$ cat src/hdl/buck_fault_map.vh
`ifndef BUCK_FAULT_MAP_VH
`define BUCK_FAULT_MAP_VH

// ----------------------------------------------------------------------
// Register byte offsets
// ----------------------------------------------------------------------
`define CTRL_OFFSET     12'h000
`define STATUS_OFFSET   12'h004
`define TIMER_OFFSET    12'h008

// ----------------------------------------------------------------------
// Control fields: detector enables
// ----------------------------------------------------------------------
`define CTRL_OC_EN_BIT  0
`define CTRL_SC_EN_BIT  1
`define CTRL_OV_EN_BIT  2
`define CTRL_UV_EN_BIT  3
`define CTRL_OT_EN_BIT  4
`define CTRL_WIDTH      5
`define CTRL_RESET      5'h1f

// ----------------------------------------------------------------------
// Status fields
// ----------------------------------------------------------------------
`define ST_OC_BIT       0
`define ST_SC_BIT       1
`define ST_OV_BIT       2
`define ST_UV_BIT       3
`define ST_OT_BIT       4
`define ST_CROWBAR_BIT  5
`define ST_SWITCH_BIT   6
`define ST_CODE_LSB     8

// ----------------------------------------------------------------------
// First-fault codes
// ----------------------------------------------------------------------
`define CODE_NONE       2'h0
`define CODE_CURRENT    2'h1
`define CODE_OVER_V     2'h2
`define CODE_UNDER_V    2'h3

// ----------------------------------------------------------------------
// Timing
// ----------------------------------------------------------------------
`define CLK_FREQ_MHZ    200
`define OC_TIME_US      20
`define SC_TIME_US      10

`endif

$ cat src/hdl/buck_fault_protection_ctrl.v
// Design decisions made here: the APB slave port and the register offsets.
`timescale 1ns/1ps
`include "buck_fault_map.vh"

module buck_fault_protection_ctrl #(
  parameter CNT_W = 13
) (
  // Clock and reset
  input  wire        clk_in,
  input  wire        reset_in,
  // APB slave
  input  wire        psel_in,
  input  wire        penable_in,
  input  wire        pwrite_in,
  input  wire [11:0] paddr_in,
  input  wire [31:0] pwdata_in,
  output reg  [31:0] prdata_out,
  output reg         pready_out,
  output reg         pslverr_out,
  // Comparator and pin inputs, asynchronous
  input  wire        enable_in,
  input  wire        supply_por_low_in,
  input  wire        low_side_window_in,
  input  wire        above_oc_in,
  input  wire        above_sc_in,
  input  wire        fb_above_ov_rise_in,
  input  wire        fb_below_ov_fall_in,
  input  wire        fb_below_uv_in,
  input  wire        overtemp_rise_in,
  input  wire        overtemp_below_hys_in,
  input  wire        soft_start_in,
  // Power stage controls
  output reg         switching_enable_out,
  output reg         low_side_force_out,
  // Power-ok open-drain pull-down enables
  output reg         power_ok_strong_oe_out,
  output reg         power_ok_medium_oe_out,
  output reg         power_ok_weak_oe_out
);

  // ----------------------------------------------------------------------
  // Constants
  // ----------------------------------------------------------------------
  localparam integer     OC_CYC_I = `OC_TIME_US * `CLK_FREQ_MHZ;
  localparam integer     SC_CYC_I = `SC_TIME_US * `CLK_FREQ_MHZ;
  localparam [CNT_W-1:0] OC_CYC   = OC_CYC_I[CNT_W-1:0];
  localparam [CNT_W-1:0] SC_CYC   = SC_CYC_I[CNT_W-1:0];
  localparam             NSYNC  = 11;

  function [CNT_W-1:0] inc_sat;
    input [CNT_W-1:0] v;
    begin
      inc_sat = (&v) ? v : v + {{(CNT_W-1){1'b0}}, 1'b1};
    end
  endfunction

  // ----------------------------------------------------------------------
  // Input synchronisers
  // ----------------------------------------------------------------------
  reg [NSYNC-1:0] meta_r;
  reg [NSYNC-1:0] sync_r;
  reg             window_d_r;

  wire [NSYNC-1:0] async_pins = {soft_start_in, overtemp_below_hys_in, overtemp_rise_in,
                                 fb_below_uv_in, fb_below_ov_fall_in, fb_above_ov_rise_in,
                                 above_sc_in, above_oc_in, low_side_window_in,
                                 supply_por_low_in, enable_in};

  always @(posedge clk_in or posedge reset_in) begin
    if (reset_in) begin
      meta_r     <= {NSYNC{1'b0}};
      sync_r     <= {NSYNC{1'b0}};
      window_d_r <= 1'b0;
    end else begin
      meta_r     <= async_pins;
      sync_r     <= meta_r;
      window_d_r <= sync_r[2];
    end
  end

  wire en_s      = sync_r[0];
  wire por_s     = sync_r[1];
  wire window_s  = sync_r[2];
  wire oc_s      = sync_r[3];
  wire sc_s      = sync_r[4];
  wire ov_rise_s = sync_r[5];
  wire ov_fall_s = sync_r[6];
  wire uv_s      = sync_r[7];
  wire ot_rise_s = sync_r[8];
  wire ot_hys_s  = sync_r[9];
  wire ss_s      = sync_r[10];

  // Either event wipes every latch and the temperature state.
  wire clear_evt = ~en_s | por_s;

  // One sample per switching cycle, at the start of the low-side window.
  wire sample = window_s & ~window_d_r;

  // ----------------------------------------------------------------------
  // Registers
  // ----------------------------------------------------------------------
  reg [`CTRL_WIDTH-1:0] ctrl_r;
  reg                   oc_lat_r;
  reg                   sc_lat_r;
  reg                   ov_lat_r;
  reg                   uv_lat_r;
  reg                   ot_susp_r;
  reg                   crowbar_r;
  reg [1:0]             code_r;
  reg                   oc_run_r;
  reg [CNT_W-1:0]       oc_cnt_r;
  reg                   sc_prev_r;
  reg [CNT_W-1:0]       sc_cnt_r;

  wire latched = oc_lat_r | sc_lat_r | ov_lat_r | uv_lat_r;

  // ----------------------------------------------------------------------
  // Current fault timers
  // ----------------------------------------------------------------------
  // The timer runs on clock cycles from the first qualifying sample, so
  // any number of pulses may fall inside the window.
  reg              oc_run_nxt;
  reg [CNT_W-1:0]  oc_cnt_nxt;
  reg              sc_prev_nxt;
  reg [CNT_W-1:0]  sc_cnt_nxt;
  reg              oc_hit;
  reg              sc_hit;

  always @* begin
    oc_run_nxt  = oc_run_r;
    oc_cnt_nxt  = oc_run_r ? inc_sat(oc_cnt_r) : {CNT_W{1'b0}};
    sc_prev_nxt = sc_prev_r;
    sc_cnt_nxt  = inc_sat(sc_cnt_r);
    sc_hit      = 1'b0;
    if (sample) begin
      if (oc_s) begin
        oc_run_nxt = 1'b1;
      end else begin
        oc_run_nxt = 1'b0;
        oc_cnt_nxt = {CNT_W{1'b0}};
      end
      sc_hit      = sc_s & sc_prev_r & (sc_cnt_r < SC_CYC);
      sc_prev_nxt = sc_s;
      sc_cnt_nxt  = {CNT_W{1'b0}};
    end
    oc_hit = oc_run_r & (oc_cnt_r >= OC_CYC) & ~(sample & ~oc_s);
    if (clear_evt | latched) begin
      oc_run_nxt  = 1'b0;
      oc_cnt_nxt  = {CNT_W{1'b0}};
      sc_prev_nxt = 1'b0;
    end
  end

  // ----------------------------------------------------------------------
  // Fault set conditions
  // ----------------------------------------------------------------------
  wire set_oc = oc_hit & ctrl_r[`CTRL_OC_EN_BIT];
  wire set_sc = sc_hit & ctrl_r[`CTRL_SC_EN_BIT];
  wire set_ov = ov_rise_s & en_s & ctrl_r[`CTRL_OV_EN_BIT];
  // Undervoltage is watched even while over-temperature holds switching.
  wire set_uv = uv_s & en_s & ~ss_s & ctrl_r[`CTRL_UV_EN_BIT];
  wire set_ot = ot_rise_s & ctrl_r[`CTRL_OT_EN_BIT];

  reg [1:0] code_nxt;

  always @* begin
    code_nxt = clear_evt ? `CODE_NONE : code_r;
    if (code_r == `CODE_NONE) begin
      if (set_oc | set_sc) begin
        code_nxt = `CODE_CURRENT;
      end else if (set_ov) begin
        code_nxt = `CODE_OVER_V;
      end else if (set_uv) begin
        code_nxt = `CODE_UNDER_V;
      end
    end
  end

  // A fault arriving in the clearing cycle keeps its latch: set wins, but clear wins for crowbar_r.
  always @(posedge clk_in or posedge reset_in) begin
    if (reset_in) begin
      oc_lat_r  <= 1'b0;
      sc_lat_r  <= 1'b0;
      ov_lat_r  <= 1'b0;
      uv_lat_r  <= 1'b0;
      ot_susp_r <= 1'b0;
      crowbar_r <= 1'b0;
      code_r    <= `CODE_NONE;
      oc_run_r  <= 1'b0;
      oc_cnt_r  <= {CNT_W{1'b0}};
      sc_prev_r <= 1'b0;
      sc_cnt_r  <= {CNT_W{1'b0}};
    end else begin
      oc_lat_r  <= set_oc | (oc_lat_r & ~clear_evt);
      sc_lat_r  <= set_sc | (sc_lat_r & ~clear_evt);
      ov_lat_r  <= set_ov | (ov_lat_r & ~clear_evt);
      uv_lat_r  <= set_uv | (uv_lat_r & ~clear_evt);
      if (set_ot) begin
        ot_susp_r <= 1'b1;
      end else if (ot_hys_s | clear_evt) begin
        ot_susp_r <= 1'b0;
      end
      if (clear_evt) begin
        crowbar_r <= 1'b0;
      end else if ((ov_lat_r | set_ov) & ov_rise_s) begin
        crowbar_r <= 1'b1;
      end else if (ov_lat_r & ov_fall_s) begin
        crowbar_r <= 1'b0;
      end
      code_r    <= code_nxt;
      oc_run_r  <= oc_run_nxt;
      oc_cnt_r  <= oc_cnt_nxt;
      sc_prev_r <= sc_prev_nxt;
      sc_cnt_r  <= sc_cnt_nxt;
    end
  end

  // ----------------------------------------------------------------------
  // Power stage and power-ok outputs
  // ----------------------------------------------------------------------
  // The flag is one clock behind its set, so the set term also gates the
  // switching_enable_out to cut a cycle of switching after a fault.
  wire any_set   = set_oc | set_sc | set_ov | set_uv;
  wire switch_ok = en_s & ~por_s & ~latched & ~any_set & ~ot_susp_r & ~set_ot;

  always @(posedge clk_in or posedge reset_in) begin
    if (reset_in) begin
      switching_enable_out   <= 1'b0;
      low_side_force_out     <= 1'b0;
      power_ok_strong_oe_out <= 1'b0;
      power_ok_medium_oe_out <= 1'b0;
      power_ok_weak_oe_out   <= 1'b0;
    end else begin
      switching_enable_out   <= switch_ok;
      low_side_force_out     <= crowbar_r;
      power_ok_strong_oe_out <= en_s & (code_r == `CODE_CURRENT);
      power_ok_medium_oe_out <= en_s & (code_r == `CODE_OVER_V);
      power_ok_weak_oe_out   <= en_s & ((code_r == `CODE_UNDER_V) |
                                        ((code_r == `CODE_NONE) & ss_s));
    end
  end

  // ----------------------------------------------------------------------
  // APB slave
  // ----------------------------------------------------------------------
  // No wait states: pready rises in the first access cycle.
  wire setup    = psel_in & ~penable_in;
  wire hit_ctrl = (paddr_in == `CTRL_OFFSET);
  wire hit_stat = (paddr_in == `STATUS_OFFSET);
  wire hit_tmr  = (paddr_in == `TIMER_OFFSET);
  wire mapped   = hit_ctrl | hit_stat | hit_tmr;
  wire do_write = psel_in & penable_in & pready_out & pwrite_in & hit_ctrl;

  reg [31:0] rdata;

  always @* begin
    rdata = 32'h0000_0000;
    if (hit_ctrl) begin
      rdata[`CTRL_WIDTH-1:0] = ctrl_r;
    end else if (hit_stat) begin
      rdata[`ST_OC_BIT]      = oc_lat_r;
      rdata[`ST_SC_BIT]      = sc_lat_r;
      rdata[`ST_OV_BIT]      = ov_lat_r;
      rdata[`ST_UV_BIT]      = uv_lat_r;
      rdata[`ST_OT_BIT]      = ot_susp_r;
      rdata[`ST_CROWBAR_BIT] = crowbar_r;
      rdata[`ST_SWITCH_BIT]  = switching_enable_out;
      rdata[`ST_CODE_LSB+:2] = code_r;
    end else if (hit_tmr) begin
      rdata[CNT_W-1:0] = oc_cnt_r;
    end
  end

  always @(posedge clk_in or posedge reset_in) begin
    if (reset_in) begin
      ctrl_r      <= `CTRL_RESET;
      prdata_out  <= 32'h0000_0000;
      pready_out  <= 1'b0;
      pslverr_out <= 1'b0;
    end else begin
      pready_out <= setup;
      if (setup) begin
        prdata_out  <= pwrite_in ? 32'h0000_0000 : rdata;
        pslverr_out <= ~mapped;
      end else if (~psel_in) begin
        pslverr_out <= 1'b0;
      end
      if (do_write) begin
        ctrl_r <= pwdata_in[`CTRL_WIDTH-1:0];
      end
    end
  end

endmodule

$ cat config.mk
export PLATFORM = sky130hd
export DESIGN_NAME = buck_fault_protection_ctrl
export DESIGN_NICKNAME = d
export VERILOG_FILES = /design/src/hdl/buck_fault_protection_ctrl.v
export VERILOG_INCLUDE_DIRS = /design/src /design/src/hdl
export SDC_FILE = /design/constraint.sdc
export NUM_CORES = 1
export LEC_CHECK = 0
export BUFFER_PORTS_ARGS = -buffer_cell sky130_fd_sc_hd__clkbuf_2
export CAP_MARGIN = 15
export CORE_UTILIZATION = 52
export DETAILED_ROUTE_END_ITERATION = 12
export PLACE_DENSITY = 0.79
export SLEW_MARGIN = 20
export SYNTH_ARGS = -nofsm -noshare
export SYNTH_HDL_FRONTEND = slang
export SYNTH_SLANG_ARGS = --single-unit
$ cat constraint.sdc
create_clock -name clk_in -period 2.8 [get_ports clk_in]
set_clock_uncertainty 0.05 [all_clocks]
set_input_delay 0.28 -clock clk_in [delete_from_list [all_inputs] [get_ports clk_in]]
set_output_delay 0.28 -clock clk_in [all_outputs]
set_load 0.01 [all_outputs]
==> results of run 1 <==
## report_power, final
group / internal [uW] / switching (uW)
logic: 60.6 / 90.5
registers: 1250 / 37.6
clock network: 416 / 453
total: 1730 / 581
## cell families after synthesis
group	count (synthesis)	share of synthesized area, %
simple gates	117	17.22
xor+xnor	5	1.187
mux	7	2.068
other cells	1	0.1016
compound gates	83	15.15
fa+ha+maj	3	1.017
buf+inv	40	6.135
flops	84	57.12
## metal layers
metal	vias up	global-route usage, %	routed length [um]
met5	-	0	0
met4	0	10.30	112
met3	9	3.810	447
met2	99	33.55	3362
met1	1354	28.61	3207
li1	1346	-	-
## path summary, 6_finish.rpt
kind / to
setup / recovery: inc_sat.v[1]
hold / removal: ctrl_r[2]
setup reg to reg: inc_sat.v[1]
hold reg to reg: sync_r[7]
max in group asynchronous: ctrl_r[1]
min in group asynchronous: inc_sat.v[3]
## worst reg2reg max path: cells and delay by family (launching register included)
kind	cells	cell delay (ns)
mux	1	0.27
fa+ha+maj	1	0.29
flops	1	0.43
simple gates	3	0.85
## sequential cells by signal (all words and copies together), names as in the netlist, 2 cells and up
register,count
oc_cnt_r,13
ctrl_r,5
meta_r,11
code_r,2
inc_sat.v,13
sync_r,11
prdata_out,13
## cell usage in the layout (no fill, tap or decap), types with 4 or more instances in the layout
cell type and instances:
nor2_1 20, o21ai_0 23, clkbuf_8 9, dfstp_2 5, mux2_2 5, o221ai_1 5
dlygate4sd3_1 12, nor2b_1 7, and3_1 6, conb_1 19, a21oi_1 18, nor3_1 9
clkbuf_2 52, a22oi_1 4, nand4_1 6, or3_1 5, nand2b_1 6, o31ai_1 4
nand2_1 32, nand3_1 5, dfrtp_1 79, a22o_1 5, inv_1 13, buf_4 5
## cell type report
cell class | instances | area share [%]
tap | 96 | 2.779
clock buffer | 9 | 2.866
multi-input combinational | 234 | 32.95
timing repair buffer | 69 | 9.670
inverter | 14 | 1.245
clock inverter | 7 | 1.708
sequential | 84 | 48.78
## metrics by stage
stage / util (%) / setup slack, ns / std cells / hold WS [ns]
2_1_floorplan: - / 0.3131 / 358 / 0.2614
3_3_place_gp: 58.61 / 0.8028 / 485 / 0.2814
3_5_place_dp: 58.61 / 0.7423 / 485 / 0.2847
4_1_cts: 63.26 / 0.7900 / 513 / 0.09527
5_1_grt: 63.26 / 0.6079 / 513 / 0.1012
6_report: 63.26 / 0.8017 / 513 / 0.09808
## repair_timing
action	in CTS	in global routing
resized for setup	0	0
hold endpoints to repair	44	0
hold buffers	12	0
==> results.cfg, run 1 <==
[outcome]
status = completed

[placement]
placed_cell_area_um2 = 4004
place_congestion = 0.8228
hpwl_mm = 5.131
numPortBuffers = 52

[logic_synthesis]
ys_seq_elements = 84
netlist.area_leader.share_pct = 53.56
async_reset_ff_share_pct = 100.0
synth_area_leaders = dfrtp_1, buf_4, dfstp_2
ys_warn_count = 0
synthFlopType = dfrtp_1
ys_seq_area_share_pct = 57.12
netlist_instances = 340
synth.avg_cell_area_um2 = 10.86
yosysMostFrequentCell = dfrtp_1
synth.top_cells.by_count = dfrtp_1, nand2_1, o21ai_0, buf_4, nor2_1
yosys.area.top_type = dfrtp_1
synth_edf_count = 0
synth.distinct_cells = 54
netlist_area_um2 = 3691

[critical_path]
startpoint_type = register
crit_start = inc_sat.v[0]
worstPathMaxFanout = 8
reg2reg_depth = 5
end_kind = register
slowest_stage = nor4b_2
cp.depth = 5
r2r_start = inc_sat.v[0]
path_class = reg2reg
path_buf_inv = 0
cp.arrival_ns = 2.20
cp.required_ns = 3.00
rrSetupSlack_ns = 0.80
crit_family = simple AND/OR/NAND/NOR gates
critPathMaxStageDelay_ns = 0.66
crit_chain = ha_1 -> nand2_1 -> nor4b_2 -> mux2i_1 -> nor2_1

[power_and_ir_drop]
leakage_uw = 0.001971
report.power.total_uw = 2311
powerDensity_nw_per_um2 = 534.7
ir_drop_uv = 368.5

[drt]
drt-wirelength-per-cell_um = 13.90
first_iter_violations = 224
ant_nets = 0
post_drt_via_cell_ratio = 5.474
vias = 2808
route.detailed.drc = 0
firstDrtPassIters = 4
wl_mm = 7.129

[cells_and_area]
seqCellArea_um2 = 2108
syn2layout_area_growth_pct = 17.08
multi_input_area_um2 = 1424
n_antenna_cell = 0
fillerInstances = 555
fin_nets = 475
drive_above_1_share_pct = 21.82
final_cell_area_um2 = 4322

[timing]
tns_ns = 0
period_needed_ns = 1.998
timing_hold_violations_final = 0
max_slew_margin_pct = 52.62
rsz0062_at_grt = no
fin_crit_sh_pct = 71.37
max_freq_ghz = 0.5004
worstMarginPinSlew_ns = 0.7089
drv_slew = 0
finalSetupViolations = 0

[run]
max-cap-violations = 0

[clock_network]
numCtsBuffers = 9
path_clk_slew_ns = 0.09
cts_tree = built
clock_latency_ns = 0.36
clock-sinks = 84
cts_buffer_depth = 2
htree_levels = 3
post_cts_buffers = 0
cts_root_buffer = clkbuf_8

[grt]
grt_overflow = 0
grt_pass1_wl_mm = 11.97
grt_max_degree = 38
antenna_found_initial = 0
grt_util_all_layers_pct = 21.23
grt_pass1_vias = 2573

[floorplanning]
fp.dieH_um = 86.25
start_util_pct = 54.03
dieArea_um2 = 7439
core_area_um2 = 6832
num_rows = 30
die_x_um = 86.25
ios = 99

[worst_hold_path]
hold_start = pwdata_in[2]
whs_path_depth = 2
holdCritPathClass = in2reg
Note: power is estimated with default switching activity, not from simulation.
==> inputs of run 2 (changes only) <==
==> constraint.sdc (replaced) <==
create_clock -name clk_in -period 1.96 [get_ports clk_in]
set_clock_uncertainty 0.05 [all_clocks]
set_input_delay 0.196 -clock clk_in [delete_from_list [all_inputs] [get_ports clk_in]]
set_output_delay 0.196 -clock clk_in [all_outputs]
set_load 0.01 [all_outputs]
==> results.cfg, run 2 (synthesized netlist as in run 1, its figures left out) <==
[outcome]
status = completed

[cells_and_area]
layout_common_cells = dfrtp_1, clkbuf_2, nand2_1
n_antenna_cell = 0
fin_nets = 481
layout.cells.most_common = dfrtp_1
syn2layout_area_growth_pct = 18.61
drive_above_1_share_pct = 22.99

[placement]
hpwl_mm = 5.199
place_congestion = 0.8412
numPortBuffers = 52

[timing]
rsz0062_at_grt = no
timing_hold_violations_final = 0
worstMarginPinSlew_ns = 0.5208
max_slew_margin_pct = 64.38
finalSetupViolations = 0
fin_crit_sh_pct = 93.96
period_needed_ns = 1.842
max_freq_ghz = 0.5430
tns_ns = 0
drv_slew = 0

[drt]
drt-wirelength-per-cell_um = 14.03
first_iter_violations = 197
post_drt_via_cell_ratio = 5.535
firstDrtPassIters = 5
wl_mm = 7.270
ant_nets = 0
route.detailed.drc = 0
vias = 2867

[floorplanning]
fp.dieH_um = 86.25
die_x_um = 86.25
num_rows = 30
dieArea_um2 = 7439
ios = 99
core_area_um2 = 6832
start_util_pct = 54.03

[power_and_ir_drop]
powerDensity_nw_per_um2 = 745.1
intPower_uw = 2467
leakage_uw = 0.001996
report.power.total_uw = 3262
ir_drop_uv = 549.1
power_switching_uw = 794.8
p_seq_share_pct = 56.6
combPwrFrac_pct = 7.0
p_sw_share_pct = 24.37
power_frac_clock_pct = 36.5

[grt]
grt_pass1_vias = 2666
grt_util_all_layers_pct = 21.36
grt_max_degree = 37
grt_pass1_wl_mm = 12.13
grt_overflow = 0
antenna_found_initial = 0

[worst_hold_path]
holdCritPathClass = in2reg
whs_path_depth = 2
min_to = ctrl_r[3]
hold_start = pwdata_in[3]

[critical_path]
reg2reg_depth = 5
critical-path-top-cell-by-count = and3_1
worstPathMaxFanout = 6
path_buf_inv = 0
path_class = reg2reg
end_kind = register
crit_family = simple AND/OR/NAND/NOR gates
slowest_stage = dfrtp_1
crit_chain = ha_1 -> and3_1 -> and3_1 -> or4_1 -> a21oi_1
r2r_start = inc_sat.v[0]
cp.arrival_ns = 2.07
cp.required_ns = 2.19
reg2reg_to = inc_sat.v[9]
startpoint_type = register
rrSetupSlack_ns = 0.12
cp.depth = 5
critPathMaxStageDelay_ns = 0.45

[clock_network]
htree_levels = 3
cts_buffer_depth = 2
clock_latency_ns = 0.35
cts_root_buffer = clkbuf_8
path_clk_slew_ns = 0.09
cts_tree = built
clock-sinks = 84
numCtsBuffers = 9

[run]
max-cap-violations = 0
## run 2: how the worst max path moves through the flow
stage                       from           end  slack, ns
floorplan            oc_cnt_r[0]   oc_cnt_r[4]       0.22
CTS                 inc_sat.v[0]  inc_sat.v[9]       0.14
global route         oc_cnt_r[0]   oc_cnt_r[4]       0.02
global placement     oc_cnt_r[0]   oc_cnt_r[4]       0.18
finish              inc_sat.v[0]  inc_sat.v[9]       0.12
detailed placement  inc_sat.v[0]  inc_sat.v[9]       0.14
## run 2: final cells by class
class	count	area [um2]
repair buffers	75	475.5
fillers	556	2454
clock buffers	9	123.9
multi-input cells	234	1429
well taps	96	120.1
flip-flops and latches	84	2108
inverters	14	56.30
clock inverters	6	65.06
## run 2: per-layer routing
layer  share of wire, %  GRT usage [%]  wire length, um  vias to the layer above
met1                 44          27.19             3177                     1377
met2                 49          35.14             3541                      118
met3                5.9          5.238              428                       12
li1                   -              -                -                     1360
met4                1.7          8.939              123                        0
met5                  0              0                0                        -
## run 2: power groups by stage
stage	combinational, uW	sequential, uW	clock, uW
6_report	227	1850	1190
5_1_grt	255	1850	1280
2_1_floorplan	154	1870	0
4_1_cts	230	1840	1220
3_3_place_gp	202	1870	0
3_5_place_dp	210	1880	0
## run 2: per-stage QoR
stage / cell area [um2] / hold slack (ns) / util [%] / setup WS, ns / std cells
finish: 4378 / 0.03109 / 64.08 / 0.1185 / 518
global route: 4378 / 0.02905 / 64.08 / 0.01533 / 518
CTS: 4373 / 0.01323 / 64.01 / 0.1354 / 518
detailed placement: 4064 / 0.2144 / 59.49 / 0.1448 / 491
global placement: 4064 / 0.2098 / 59.49 / 0.1833 / 491
floorplan: 3762 / 0.1774 / - / 0.2170 / 358
## run 2: timing repair
item | in CTS | in global routing
setup buffers | 0 | 0
gates resized for setup | 0 | 1
endpoints found under the setup margin | 0 | 2
hold endpoints to repair | 31 | 0
hold buffers | 12 | 0
==> inputs of run 3 (changes only) <==
--- a/config.mk
+++ b/config.mk
@@ -8,9 +8,8 @@
 export LEC_CHECK = 0
 export BUFFER_PORTS_ARGS = -buffer_cell sky130_fd_sc_hd__clkbuf_2
 export CAP_MARGIN = 15
-export CORE_UTILIZATION = 52
+export CORE_UTILIZATION = 30
 export DETAILED_ROUTE_END_ITERATION = 12
-export PLACE_DENSITY = 0.79
 export SLEW_MARGIN = 20
 export SYNTH_ARGS = -nofsm -noshare
 export SYNTH_HDL_FRONTEND = slang
==> results.cfg, run 3 (synthesized netlist as in run 1, its figures left out) <==
[timing]
finalSetupViolations = 0
max_slew_margin_pct = 63.27
drv_slew = 0
tns_ns = 0
timing_hold_violations_final = 0
worstMarginPinSlew_ns = 0.5468
rsz0062_at_grt = no
max_freq_ghz = 0.5415
period_needed_ns = 1.847
fin_crit_sh_pct = 94.23

[clock_network]
cts_buffer_depth = 2
htree_levels = 3
numCtsBuffers = 9
clock-sinks = 84
cts_tree = built
post_cts_buffers = 0
path_clk_slew_ns = 0.07
clock_latency_ns = 0.33
cts_root_buffer = clkbuf_16

[critical_path]
rrSetupSlack_ns = 0.11
cp.arrival_ns = 1.98
startpoint_type = register
cp.required_ns = 2.09
path_class = reg2reg
end_kind = register
slowest_stage = o311ai_0
crit_chain = and3_1 -> nand4_1 -> o311ai_0 -> o41ai_1
reg2reg_depth = 4
critPathMaxStageDelay_ns = 0.56
worstPathMaxFanout = 7

[cells_and_area]
final_cell_area_um2 = 4547
fin_nets = 481
layout.cells.most_common = dfrtp_1
layout_common_cells = dfrtp_1, clkbuf_2, nand2_1
n_antenna_cell = 0
drive_above_1_share_pct = 22.70
post-route-util_pct = 37.85
fillerInstances = 1182
syn2layout_area_growth_pct = 23.19

[drt]
post_drt_via_cell_ratio = 4.825
wl_met3_um = 295
route.detailed.drc = 0
wl_met2_mm = 3.430
ant_nets = 0
firstDrtPassIters = 4
vias = 2750
wl_mm = 7.556
m1WireLength_mm = 3.703
first_iter_violations = 210
top_layer_used = met4
drt-wirelength-per-cell_um = 13.26

[placement]
numPortBuffers = 52
placed_cell_area_um2 = 4128
place_congestion = 0.8485
hpwl_mm = 5.482

[grt]
grt_pass1_vias = 2564
grt_pass1_wl_mm = 12.69
grt_max_degree = 57
antenna_found_initial = 0
grt_util_all_layers_pct = 12.75
grt_overflow = 0

[run]
max-cap-violations = 0

[floorplanning]
fp.dieH_um = 112.9
core_area_um2 = 12010
num_rows = 40
die_x_um = 112.9
start_util_pct = 30.73
dieArea_um2 = 12750
ios = 99

[power_and_ir_drop]
report.power.total_uw = 3760
ir_drop_uv = 488.2
powerDensity_nw_per_um2 = 827.0
leakage_uw = 0.002048

[worst_hold_path]
holdCritPathClass = in2reg
whs_path_depth = 2

[outcome]
status = completed
[run 3: worst paths after layout]
kind | from | to
setup / recovery | inc_sat.v[2] | inc_sat.v[11]
hold / removal | pwdata_in[2] | ctrl_r[2]
setup reg to reg | inc_sat.v[2] | inc_sat.v[11]
hold reg to reg | meta_r[1] | sync_r[1]
max in group asynchronous | reset_in | ctrl_r[3]
min in group asynchronous | reset_in | inc_sat.v[2]
[run 3: layout make-up]
cell class / count / area [um2] / share of cell area (%)
Inverter: 14 / 56.30 / 1.238
Timing Repair Buffer: 75 / 475.5 / 10.46
Clock inverter: 6 / 70.07 / 1.541
Sequential cell: 84 / 2108 / 46.37
Clock buffer: 10 / 229.0 / 5.036
Tap cell: 147 / 183.9 / 4.045
Multi-Input combinational cell: 234 / 1424 / 31.32
[run 3: per-layer routing]
layer  track usage (%)  up-vias
met5                 0        -
met1             17.33     1295
met4             4.737        0
met3             3.160       12
met2             19.75       88
li1                  -     1355
[run 3: stage by stage]
stage               instances  setup slack, ns  hold slack (ns)
floorplan                 358           0.2170           0.1774
global placement          542           0.1919          0.09001
detailed placement        542           0.1640          0.09075
CTS                       570           0.1546          0.03849
global route              570         0.002479          0.04555
finish                    570           0.1132          0.05232
[run 3: where the power goes]
group	leakage, uW	internal [uW]	switching (uW)	total, uW
Sequential	0.00109	1790	53.8	1850
Combinational	0.000808	91.8	130	222
Clock	0.000148	1000	692	1690
Total	0.00205	2890	875	3760
[run 3: timing repair]
action,4_1_cts,5_1_grt
setup endpoints to repair,0,0
hold endpoints to repair,19,0
resized for setup,0,0
hold buffers,12,0
[run 3: critical path: cells and delay by family (launching register included)]
kind,cells,cell delay [ns]
flops,1,0.43
simple gates,2,0.47
compound gates,2,0.74
